$ cat src/verilog/safe_cutoff_pkg.sv
// constants, register map and carrier types of the safe cutoff controller
// assumes a 20 MHz core clock and a 32-bit Avalon-MM register port
package safe_cutoff_pkg;

    // ------------
    // timing
    // ------------
    localparam int CLK_HZ          = 20000000;
    localparam int CLK_PER_US      = CLK_HZ / 1000000;
    // off pulses up to this length are rejected
    localparam int GLITCH_US       = 500;
    localparam int GLITCH_CYC      = GLITCH_US * CLK_PER_US;
    // longest delay from both channels off to power removed
    localparam int CUTOFF_MAX_US   = 8000;
    localparam int CUTOFF_MAX_CYC  = CUTOFF_MAX_US * CLK_PER_US;
    // channel disagreement time before the mismatch alarm
    localparam int MISMATCH_S      = 10;
    localparam int MISMATCH_CYC    = MISMATCH_S * CLK_HZ;
    localparam int GLITCH_W        = 14;
    localparam int MISMATCH_W      = 28;

    // ------------
    // register map (byte addresses)
    // ------------
    localparam logic [4:0] ADDR_CMD         = 5'h00;
    localparam logic [4:0] ADDR_CTRL        = 5'h04;
    localparam logic [4:0] ADDR_BRAKE_DELAY = 5'h08;
    localparam logic [4:0] ADDR_MONITOR     = 5'h0c;
    localparam logic [4:0] ADDR_IRQ_STATUS  = 5'h10;
    localparam logic [4:0] ADDR_IRQ_MASK    = 5'h14;

    // ctrl fields
    localparam int CTRL_MOTION_BIT  = 0;
    localparam int CTRL_CLEAR_BIT   = 1;

    // monitor fields
    localparam int MON_CUTOFF_BIT   = 0;
    localparam int MON_READY_BIT    = 1;
    localparam int MON_WARN_BIT     = 2;
    localparam int MON_ALARM_BIT    = 3;
    localparam int MON_FEEDBACK_BIT = 4;
    localparam int MON_CHAN_LSB     = 5;
    localparam int MON_STATE_LSB    = 8;

    // interrupt events
    localparam int IRQ_W            = 3;
    localparam int IRQ_CUTOFF_BIT   = 0;
    localparam int IRQ_WARN_BIT     = 1;
    localparam int IRQ_ALARM_BIT    = 2;

    // reset values
    localparam logic [15:0] BRAKE_DELAY_RST = 16'h0000;
    localparam logic [IRQ_W-1:0] IRQ_MASK_RST = 3'h0;

    // ------------
    // host command codes
    // ------------
    localparam logic [7:0] CMD_ENERGIZE    = 8'h31;
    localparam logic [7:0] CMD_DEENERGIZE  = 8'h32;

    // ------------
    // types
    // ------------
    typedef enum logic [1:0] {
        ST_BLOCKED   = 2'b00,
        ST_ENERGIZED = 2'b01,
        ST_STOPPING  = 2'b11,
        ST_CUTOFF    = 2'b10
    } drive_state_t;

    // one bit per safety channel, high means current flows (on)
    typedef struct packed {
        logic b;
        logic a;
    } chan_pair_t;

endpackage

$ cat src/verilog/safe_torque_cutoff_ctrl.sv
// safe power cutoff sequencer with Avalon-MM control and status registers
// assumes standalone mode and main power level are plain synchronous levels
//
// Notes on behaviour
// - either channel off enters cutoff state
// - each channel gates power stage separately
// - input high means current flows, on
// - off pulses up to 0.5 ms ignored; that channel's gate enable still drops for the pulse
// - both off removes power within 8 ms
// - both on after de-energize leaves cutoff
// - energize during cutoff needs fresh de-energize
// - main power off needs de-energize to leave
// - cutoff flag set in monitor word
// - cutoff during motion raises command warning; raised on any cutoff from energized, motion bit unused
// - channels disagree 10 s raises alarm
// - standalone resume needs mode exit, re-entry
// - energize ignored, ready off during cutoff
// - ready only when both on and blocked
// - cutoff drops brake release, no delay
// - feedback on within 8 ms, both off
//
// Our own choices: the placing of the registers and the Avalon-MM register port.
`timescale 1ns/1ps

module safe_torque_cutoff_ctrl
    import safe_cutoff_pkg::*;
#(
    parameter int GLITCH_CYCLES   = GLITCH_CYC,
    parameter int MISMATCH_CYCLES = MISMATCH_CYC
) (
    // clock and reset
    input  wire logic        i_core_clk,
    input  wire logic        i_rst,
    // safety channels, high while current flows
    input  wire logic        i_safety_off_request_a,
    input  wire logic        i_safety_off_request_b,
    // drive conditions
    input  wire logic        i_main_power_on,
    input  wire logic        i_standalone_mode,
    // avalon-mm slave
    input  wire logic [4:0]  i_avs_address,
    input  wire logic        i_avs_read,
    input  wire logic        i_avs_write,
    input  wire logic [31:0] i_avs_writedata,
    output logic [31:0]      o_avs_readdata,
    output logic             o_avs_waitrequest,
    // power stage and drive outputs
    output logic             o_gate_enable_a,
    output logic             o_gate_enable_b,
    output logic             o_drive_ready,
    output logic             o_brake_release_output,
    output logic             o_cutoff_feedback_output,
    output logic             o_irq
);

    // ------------
    // declarations
    // ------------
    chan_pair_t            raw;
    chan_pair_t            sync1;
    chan_pair_t            chan_on;
    logic [GLITCH_W-1:0]   glitch_cnt [2];
    logic [MISMATCH_W-1:0] mismatch_cnt;
    drive_state_t          state;
    drive_state_t          next_state;
    logic [15:0]           brake_delay_setting;
    logic [15:0]           stop_cnt;
    logic                  motion_busy;
    logic                  deen_ok;
    logic                  stand_hold;
    logic                  cmd_warning;
    logic                  channel_mismatch_alarm;
    logic [IRQ_W-1:0]      irq_status;
    logic [IRQ_W-1:0]      irq_mask;
    logic                  ack;

    // ------------
    // bus decode
    // ------------
    wire       req        = i_avs_read | i_avs_write;
    wire       wr_now     = i_avs_write & ack;
    wire       wr_cmd     = wr_now & (i_avs_address == ADDR_CMD);
    wire       wr_ctrl    = wr_now & (i_avs_address == ADDR_CTRL);
    wire       wr_bdelay  = wr_now & (i_avs_address == ADDR_BRAKE_DELAY);
    wire       wr_istat   = wr_now & (i_avs_address == ADDR_IRQ_STATUS);
    wire       wr_imask   = wr_now & (i_avs_address == ADDR_IRQ_MASK);
    wire [7:0] cmd_code   = i_avs_writedata[7:0];
    wire       cmd_on     = wr_cmd & (cmd_code == CMD_ENERGIZE);
    wire       cmd_off    = wr_cmd & (cmd_code == CMD_DEENERGIZE);
    wire       alarm_clr  = wr_ctrl & i_avs_writedata[CTRL_CLEAR_BIT];

    // ------------
    // channel conditions
    // ------------
    wire both_on    = chan_on.a & chan_on.b;
    wire both_off   = ~chan_on.a & ~chan_on.b;
    wire any_off    = ~both_on;
    wire is_cutoff  = (state == ST_CUTOFF);
    wire powered    = (state == ST_ENERGIZED) | (state == ST_STOPPING);
    wire enter_cut  = any_off & ~is_cutoff;
    wire stop_done  = (stop_cnt == brake_delay_setting);
    wire mm_full    = (mismatch_cnt ==
                       MISMATCH_W'(MISMATCH_CYCLES));

    // leaving cutoff: host path or standalone mode re-entry
    wire release_ok = both_on &
                      (i_standalone_mode ? ~stand_hold
                                         : deen_ok);

    // ------------
    // interrupt events
    // ------------
    logic [IRQ_W-1:0] irq_event;
    always_comb begin
        irq_event                 = '0;
        irq_event[IRQ_CUTOFF_BIT] = enter_cut;
        irq_event[IRQ_WARN_BIT]   = enter_cut & (state == ST_ENERGIZED);
        irq_event[IRQ_ALARM_BIT]  = mm_full & ~channel_mismatch_alarm;
    end

    // ------------
    // input synchronisers and off-pulse filter
    // ------------
    assign raw.a = i_safety_off_request_a;
    assign raw.b = i_safety_off_request_b;

    always_ff @(posedge i_core_clk or posedge i_rst) begin
        if (i_rst) begin
            sync1 <= '0;
        end else begin
            sync1 <= raw;
        end
    end

    chan_pair_t sync2;
    always_ff @(posedge i_core_clk or posedge i_rst) begin
        if (i_rst) begin
            sync2 <= '0;
        end else begin
            sync2 <= sync1;
        end
    end

    // a channel counts as off only after the off level outlasts the
    // rejection window; any on sample restores it at once
    genvar ch;
    generate
        for (ch = 0; ch < 2; ch++) begin : g_filter
            always_ff @(posedge i_core_clk or posedge i_rst) begin
                if (i_rst) begin
                    glitch_cnt[ch] <= '0;
                    chan_on[ch]    <= 1'b0;
                end else if (sync2[ch]) begin
                    glitch_cnt[ch] <= '0;
                    chan_on[ch]    <= 1'b1;
                end else if (glitch_cnt[ch] ==
                             GLITCH_W'(GLITCH_CYCLES)) begin
                    chan_on[ch]    <= 1'b0;
                end else begin
                    glitch_cnt[ch] <= glitch_cnt[ch] + 1'b1;
                end
            end
        end
    endgenerate

    // ------------
    // channel mismatch supervision
    // ------------
    always_ff @(posedge i_core_clk or posedge i_rst) begin
        if (i_rst) begin
            mismatch_cnt <= '0;
        end else if (chan_on.a == chan_on.b) begin
            mismatch_cnt <= '0;
        end else if (!mm_full) begin
            mismatch_cnt <= mismatch_cnt + 1'b1;
        end
    end

    // set wins over clear
    always_ff @(posedge i_core_clk or posedge i_rst) begin
        if (i_rst) begin
            channel_mismatch_alarm <= 1'b0;
        end else if (mm_full) begin
            channel_mismatch_alarm <= 1'b1;
        end else if (alarm_clr) begin
            channel_mismatch_alarm <= 1'b0;
        end
    end

    // ------------
    // command warning
    // ------------
    always_ff @(posedge i_core_clk or posedge i_rst) begin
        if (i_rst) begin
            cmd_warning <= 1'b0;
        end else if (irq_event[IRQ_WARN_BIT]) begin
            cmd_warning <= 1'b1;
        end else if (alarm_clr) begin
            cmd_warning <= 1'b0;
        end
    end

    // ------------
    // drive state machine
    // ------------
    always_comb begin
        next_state = state;
        case (state)
            ST_BLOCKED: begin
                if (any_off) begin
                    next_state = ST_CUTOFF;
                end else if (cmd_on && i_main_power_on) begin
                    next_state = ST_ENERGIZED;
                end
            end
            ST_ENERGIZED: begin
                if (any_off) begin
                    next_state = ST_CUTOFF;
                end else if (cmd_off) begin
                    next_state = ST_STOPPING;
                end
            end
            ST_STOPPING: begin
                if (any_off) begin
                    next_state = ST_CUTOFF;
                end else if (stop_done) begin
                    next_state = ST_BLOCKED;
                end
            end
            ST_CUTOFF: begin
                // energize is never taken here
                if (release_ok) begin
                    next_state = ST_BLOCKED;
                end
            end
            default: begin
                next_state = ST_CUTOFF;
            end
        endcase
    end

    always_ff @(posedge i_core_clk or posedge i_rst) begin
        if (i_rst) begin
            state <= ST_CUTOFF;
        end else begin
            state <= next_state;
        end
    end

    // brake-to-power-off delay during a normal de-energize
    always_ff @(posedge i_core_clk or posedge i_rst) begin
        if (i_rst) begin
            stop_cnt <= '0;
        end else if (state != ST_STOPPING) begin
            stop_cnt <= '0;
        end else if (!stop_done) begin
            stop_cnt <= stop_cnt + 1'b1;
        end
    end

    // ------------
    // release qualifiers
    // ------------
    // deen_ok: a de-energize has been seen that permits leaving cutoff
    always_ff @(posedge i_core_clk or posedge i_rst) begin
        if (i_rst) begin
            deen_ok <= 1'b0;
        end else if (enter_cut) begin
            // entry from an idle drive counts as already de-energized
            deen_ok <= (state == ST_BLOCKED);
        end else if (is_cutoff) begin
            if (cmd_off) begin
                deen_ok <= 1'b1;
            end else if (cmd_on) begin
                deen_ok <= 1'b0;
            end else if (!i_main_power_on && !both_on) begin
                deen_ok <= 1'b0;
            end
        end
    end

    // stand_hold: standalone function interrupted, mode must be left
    always_ff @(posedge i_core_clk or posedge i_rst) begin
        if (i_rst) begin
            stand_hold <= 1'b0;
        end else if (enter_cut && i_standalone_mode && powered) begin
            stand_hold <= 1'b1;
        end else if (!i_standalone_mode) begin
            stand_hold <= 1'b0;
        end
    end

    // ------------
    // power stage and drive outputs
    // ------------
    // each gate follows its own channel as well as the state
    assign o_gate_enable_a = powered & chan_on.a & sync2.a;
    assign o_gate_enable_b = powered & chan_on.b & sync2.b;

    always_ff @(posedge i_core_clk or posedge i_rst) begin
        if (i_rst) begin
            o_drive_ready            <= 1'b0;
            o_brake_release_output   <= 1'b0;
            o_cutoff_feedback_output <= 1'b0;
        end else begin
            o_drive_ready <= (next_state == ST_BLOCKED)
                             & both_on;
            o_brake_release_output <=
                (next_state == ST_ENERGIZED);
            o_cutoff_feedback_output <= both_off;
        end
    end

    // ------------
    // software registers
    // ------------
    always_ff @(posedge i_core_clk or posedge i_rst) begin
        if (i_rst) begin
            motion_busy         <= 1'b0;
            brake_delay_setting <= BRAKE_DELAY_RST;
            irq_mask            <= IRQ_MASK_RST;
        end else begin
            if (wr_ctrl) begin
                motion_busy <= i_avs_writedata[CTRL_MOTION_BIT];
            end
            if (wr_bdelay) begin
                brake_delay_setting <= i_avs_writedata[15:0];
            end
            if (wr_imask) begin
                irq_mask <= i_avs_writedata[IRQ_W-1:0];
            end
        end
    end

    // sticky events, write one to clear, set wins
    always_ff @(posedge i_core_clk or posedge i_rst) begin
        if (i_rst) begin
            irq_status <= '0;
        end else begin
            irq_status <= irq_event |
                (irq_status &
                 ~(wr_istat ? i_avs_writedata[IRQ_W-1:0] : '0));
        end
    end

    assign o_irq = |(irq_status & irq_mask);

    // ------------
    // command io monitor word
    // ------------
    logic [31:0] monitor_word;
    always_comb begin
        monitor_word                   = '0;
        monitor_word[MON_CUTOFF_BIT]   = is_cutoff;
        monitor_word[MON_READY_BIT]    = o_drive_ready;
        monitor_word[MON_WARN_BIT]     = cmd_warning;
        monitor_word[MON_ALARM_BIT]    = channel_mismatch_alarm;
        monitor_word[MON_FEEDBACK_BIT] = o_cutoff_feedback_output;
        monitor_word[MON_CHAN_LSB+:2]  = chan_on;
        monitor_word[MON_STATE_LSB+:2] = state;
    end

    // ------------
    // read mux and bus handshake
    // ------------
    logic [31:0] rd_mux;
    always_comb begin
        case (i_avs_address)
            ADDR_CTRL:        rd_mux = {31'h0, motion_busy};
            ADDR_BRAKE_DELAY: rd_mux = {16'h0, brake_delay_setting};
            ADDR_MONITOR:     rd_mux = monitor_word;
            ADDR_IRQ_STATUS:  rd_mux = {29'h0, irq_status};
            ADDR_IRQ_MASK:    rd_mux = {29'h0, irq_mask};
            default:          rd_mux = 32'h0;
        endcase
    end

    // every access waits exactly one cycle
    assign o_avs_waitrequest = req & ~ack;

    always_ff @(posedge i_core_clk or posedge i_rst) begin
        if (i_rst) begin
            ack            <= 1'b0;
            o_avs_readdata <= 32'h0;
        end else begin
            ack <= req & ~ack;
            if (i_avs_read && !ack) begin
                o_avs_readdata <= rd_mux;
            end
        end
    end

endmodule

$ cat config.mk
export PLATFORM = sky130hd
export DESIGN_NAME = safe_torque_cutoff_ctrl
export DESIGN_NICKNAME = d
export VERILOG_FILES = /design/src/verilog/safe_cutoff_pkg.sv /design/src/verilog/safe_torque_cutoff_ctrl.sv
export SDC_FILE = /design/constraint.sdc
export NUM_CORES = 1
export LEC_CHECK = 0
export BUFFER_PORTS_ARGS = -buffer_cell sky130_fd_sc_hd__clkbuf_2
export CELL_PAD_IN_SITES_DETAIL_PLACEMENT = 1
export CELL_PAD_IN_SITES_GLOBAL_PLACEMENT = 2
export CORE_ASPECT_RATIO = 1.4
export CORE_MARGIN = 3
export CORE_UTILIZATION = 37
export DETAILED_ROUTE_END_ITERATION = 12
export GPL_ROUTABILITY_DRIVEN = 0
export PLACE_DENSITY = 0.86
export SLEW_MARGIN = 20
export SYNTH_ARGS = -nofsm -noshare
export SYNTH_HDL_FRONTEND = slang
export SYNTH_SLANG_ARGS = --single-unit
export TNS_END_PERCENT = 5
$ cat constraint.sdc
create_clock -name i_core_clk -period 5.76 [get_ports i_core_clk]
set_input_delay 0.864 -clock i_core_clk [delete_from_list [all_inputs] [get_ports i_core_clk]]
set_output_delay 0.864 -clock i_core_clk [all_outputs]
set_load 0.01 [all_outputs]
# Yosys cells after proc, flatten, opt, wreduce, memory -nomap -nowiden

Cells that the tools add are included.

Add/subtract/negate cells: 4
Reductions and logical operators: 19
Equality and inequality tests: 22
Mux-type cells: 33
Bitwise gates (word level): 34

Operators with widths:

| kind                    | number |
|---|---|
| $pmux W16 S5            | 1 |
| $mux W14                | 4 |
| $mux W28                | 2 |
| $mux W16                | 2 |
| $add A14 B1 Y14 const B | 2 |
| $add A28 B1 Y28 const B | 1 |
| $eq A14 B14 Y1 const B  | 2 |
| $eq A28 B28 Y1 const B  | 1 |
| $and A1 B1 Y1           | 21 |
| $add A16 B1 Y16 const B | 1 |
| $eq A16 B16 Y1          | 1 |
| $eq A8 B6 Y1 const B    | 2 |
| $mux W1                 | 15 |
| $mux W2                 | 7 |
| $eq A5 B4 Y1 const B    | 2 |
| $eq A5 B5 Y1 const B    | 2 |
| $reduce_bool A2 Y1      | 5 |
| $pmux W2 S4             | 1 |
| $not A1 Y1              | 7 |
| $and A3 B3 Y3           | 2 |
| $ne A2 B1 Y1 const B    | 3 |
| $ne A2 B2 Y1 const B    | 3 |
| $eq A5 B3 Y1 const B    | 1 |
| $logic_and A1 B1 Y1     | 5 |
| 13 further kinds        | 19 |

Word-level logic and storage cells: 136
Bits in registers: 143
Input port bits: 45

# Longest topological paths before layout

Depth after elaboration: 9
Gate-level depth with buffers: 8
Gate-level depth less buffers: 7

# Least setup slack after synthesis

No wires, ideal clock.

Kind: input -> register
Start: in i_avs_address[3]
End: reg brake_delay_setting[0]
Stages on the path: 5
Arrival: 2.163 ns
Path buffers: 2
Path slack: 3.472 ns
Setup time: 0.125 ns
Data required time: 5.635 ns
Cells stage by stage: buf_2 -> nand3b_1 -> nor3_2 -> buf_4 -> mux2_2

Longest elaborated chain between the ends: 2

Ends and longest elaborated chain:

| element              | line                           | RTL |
|---|---|---|
| start, declared      | safe_torque_cutoff_ctrl.sv:41  | `input wire logic [4:0] i_avs_address,` |
| $eq A5 B4 Y1         | safe_torque_cutoff_ctrl.sv:84  | `wire wr_bdelay = wr_now & (i_avs_address == ADDR_BRAKE_DELAY);` |
| $and A1 B1 Y1        | safe_torque_cutoff_ctrl.sv:84  |  |
| end signal, assigned | safe_torque_cutoff_ctrl.sv:327 | `brake_delay_setting <= i_avs_writedata[15:0];` |
| end, declared        | safe_torque_cutoff_ctrl.sv:66  | `logic [15:0] brake_delay_setting;` |

No other way between the ends.
A chain may end at the register's enable or synchronous reset.

# Final worst setup path

Start: reg sync2[0] (netlist bit)
End: out o_gate_enable_a

Longest elaborated chain between the ends: 1

Ends and longest elaborated chain:

| element                | line                           | RTL |
|---|---|---|
| start, declared        | safe_torque_cutoff_ctrl.sv:135 | `chan_pair_t sync2;` |
| start signal, assigned | safe_torque_cutoff_ctrl.sv:140 | `sync2 <= sync1;` |
| $and A1 B1 Y1          | safe_torque_cutoff_ctrl.sv:297 | `assign o_gate_enable_a = powered & chan_on.a & sync2.a;` |
| end, declared          | safe_torque_cutoff_ctrl.sv:48  | `output logic o_gate_enable_a,` |

No other way between the ends.

==> flow_summary_export.csv <==
group,metric,value,unit
cts,root_buffer,"clkbuf_16",
floorplan,num_io_pins,84,
cts,hold_buffers,0,
critical_path,critPathBufInv,1,
floorplan,num_rows,56,
sta,timing.final.crit_share,41.9,%
finish,syn_to_final_growth,15.5,%
sta,hold_slack,347,ps
finish,final_util,44.2,%
global_routing,grtUsageTotal,17.2,%
critical_path,crit_type,"reg2out",
place,port-buffer-count,51,
critical_path,cp_max_fo,16,
logic_synthesis,ys_types,60,
critical_path,crit_family,"flip-flops",
logic_synthesis,ys.flop_type,"dfrtp_1",
hold_path,hp-start,"sync1[1]",
cts,cts_buffers,17,
power,vdd_drop_max,209,µV
sta,skew,5.44,ps
hold_path,min_path_type,"reg2reg",
global_routing,grt_util_met2,32.3,%
routing,wirelength,15600,µm
critical_path,r2r-start,"mismatch_cnt[0]",
logic_synthesis,yosysWarnings,0,
sta,fin_setup_tns,0,ps
sta,max_slew_margin,43.0,%
critical_path,setup.worst_path.end_class,"output port",
cts,h-tree-depth,4,
global_routing,grt_pass1_vias,5284,
critical_path,arrival,1550,ps
critical_path,slowest_delay,680,ps
place,dpl_worst_slack,3130,ps
floorplan,dieArea,19200,µm²
global_routing,met1_usage,18.7,%
outcome,status,"finished, final reports clean",
place,dp_hpwl,11300,µm
global_routing,top_usage_layer,"met2",
logic_synthesis,synth_top_cell_by_area,"dfrtp_1",
logic_synthesis,synth_area,6480,µm²
finish,multi_input_comb_area,3070,µm²
finish,seq_area,3180,µm²
routing,drt-wirelength-per-cell,16.9,µm
sta,worstMarginPinSlew,855,ps
global_routing,grt_use_met3,3.58,%
cts,worst_skew_pair.late_latency,420,ps
cts,clk_path_buf_depth,2,
global_routing,overflow,0,
finish,drive_gt1_share,17.0,%
cts,post-cts-setup-buffer-count,0,
floorplan,start_util,38.2,%
critical_path,r2r_end,"mismatch_cnt[0]",
routing,vias,4824,
critical_path,crit_chain,"and3_1 > clkbuf_2",
critical_path,crit_path_start_kind,"flip-flop",
critical_path,required,4900,ps
logic_synthesis,synth_top_area_share,48.6,%
global_routing,grt_max_degree,68,
critical_path,worstRegToRegCells,7,
routing,drc,0,
logic_synthesis,synthCells,629,
routing,ant_nets,0,
cts,clk_pin_slew,50,ps
cts,clock-sinks,127,
finish,n_fill_cell,1904,
cts,cts_tree,"built",
floorplan,dieWidth,118,µm
logic_synthesis,synth-edff-count,0,
logic_synthesis,synthTopCellsByCount,"126 x dfrtp_1, 54 x nand2_1, 42 x nor2_1, 42 x xnor2_1, 38 x nand3_1",
sta,fmax,414,MHz
sta,fin_crit,2410,ps
critical_path,rrSetupSlack,3720,ps
sta,timing.final.ws_setup,3350,ps
finish,n_antenna_cell,0,
logic_synthesis,avgSynthCellArea,10.3,µm²
global_routing,grt_first_pass_wirelength,26500,µm
sta,timing.final.hold_violations,0,
hold_path,worstHoldEndpoint,"sync2[1]",
power,cellPowerDensity,296,nW/µm²
sta,setup_violations,0,
routing,avgViaCountPerCell,5.22,
logic_synthesis,async_flop_share,100,%
routing,first_pass_iters,6,
floorplan,core_area,17000,µm²
floorplan,die_y,163,µm
cts,ctsResizeCount,0,
logic_synthesis,synthTopCellsByArea,"dfrtp_1 49%, xnor2_1 5.7%, mux2_2 3.5%, nand2_1 3.1%, xor2_1 3.0%",
finish,nNetsFinal,736,
critical_path,cp_slowest_cell,"dfrtp_1",
logic_synthesis,synth_seq_cells,127,
hold_path,holdPathStages,0,
power,leakagePower,0.00334,µW
routing,first_iter_violations,238,
sta,drv_slew,0,
logic_synthesis,seq_area_frac_synth,49.0,%
logic_synthesis,yosysMostFrequentCell,"dfrtp_1",
global_routing,antenna_found_initial,1,
flow_run,cap_viol_max_count,0,
sta,rsz0062_at_grt,"false",
-- where the power goes --
group / switching [µW] / internal, µW
sequential: 37.4 / 924
clock: 369 / 730
combinational: 91.4 / 60.8
-- layout make-up --
type,instances,share of cell area [%]
clock buffer,24,6.70
clock inverter,6,1.40
inverter,14,0.735
multi-input combinational,467,41.0
sequential,127,42.5
tap,232,3.88
timing repair buffer,55,3.81
-- state kept, by name, indices dropped and copies added (netlist names) --
| register | flops |
|---|---|
| cmd_warning | 1 |
| irq_status | 3 |
| deen_ok | 1 |
| stop_cnt | 16 |
| irq_mask | 3 |
| ack | 1 |
| state | 2 |
| chan_on | 2 |
| o_avs_readdata | 16 |
| brake_delay_setting | 16 |
| channel_mismatch_alarm | 1 |
| o_brake_release_output | 1 |
| sync2 | 2 |
| sync1 | 2 |
| o_cutoff_feedback_output | 1 |
| glitch_cnt | 28 |
| o_drive_ready | 1 |
| stand_hold | 1 |
| mismatch_cnt | 28 |
| motion_busy | 1 |
-- cells in the final DEF, fill, tap and decap left out, types with 6 or more instances in the layout --
master	n
dfrtp_1	126
nand2_1	54
clkbuf_2	51
nor2_1	42
xnor2_1	42
nand3_1	38
and2_1	30
o21ai_0	22
xor2_1	22
nand4_1	21
a21oi_1	20
mux2_2	20
clkbuf_16	17
conb_1	16
inv_1	13
and3_1	12
or3_1	11
o31ai_1	11
mux2i_1	10
or4_1	9
ha_1	9
nand2b_1	6
-- metrics by stage --
step | total power [µW] | instance area, µm² | instances
CTS | 2250 | 7490 | 925
global placement | 1130 | 6880 | 895
floorplan | 1090 | 6540 | 644
global route | 2310 | 7490 | 925
finish | 2210 | 7490 | 925
detailed placement | 1130 | 6880 | 895
-- logic make-up after synthesis --
family	count (synthesis)	share of synthesized area (%)
compound gates	81	7.76
xor+xnor	64	8.65
fa+ha+maj	9	1.74
buf+inv	50	4.46
flops	127	49.0
mux	31	5.19
other cells	1	0.0578
simple gates	266	23.1
-- layer usage --
| layer | wire, µm | up-vias |
|---|---|---|
| met2 | 8570 | 88 |
| met5 | 9 | - |
| met4 | 406 | 2 |
| li1 | - | 2286 |
| met3 | 499 | 28 |
| met1 | 6150 | 2420 |
-- how the worst max path moves through the flow --
stage	from	to	cells after the start	slack, ps
global placement	i_avs_address[3]	state[1]	6	3130
global route	sync2[0]	o_gate_enable_a	2	3280
floorplan	i_rst	ack	1	1510
detailed placement	i_avs_address[2]	state[1]	6	3130
CTS	sync2[0]	o_gate_enable_a	2	3330
finish	sync2[0]	o_gate_enable_a	2	3350
(Power assumes the default switching activity.)
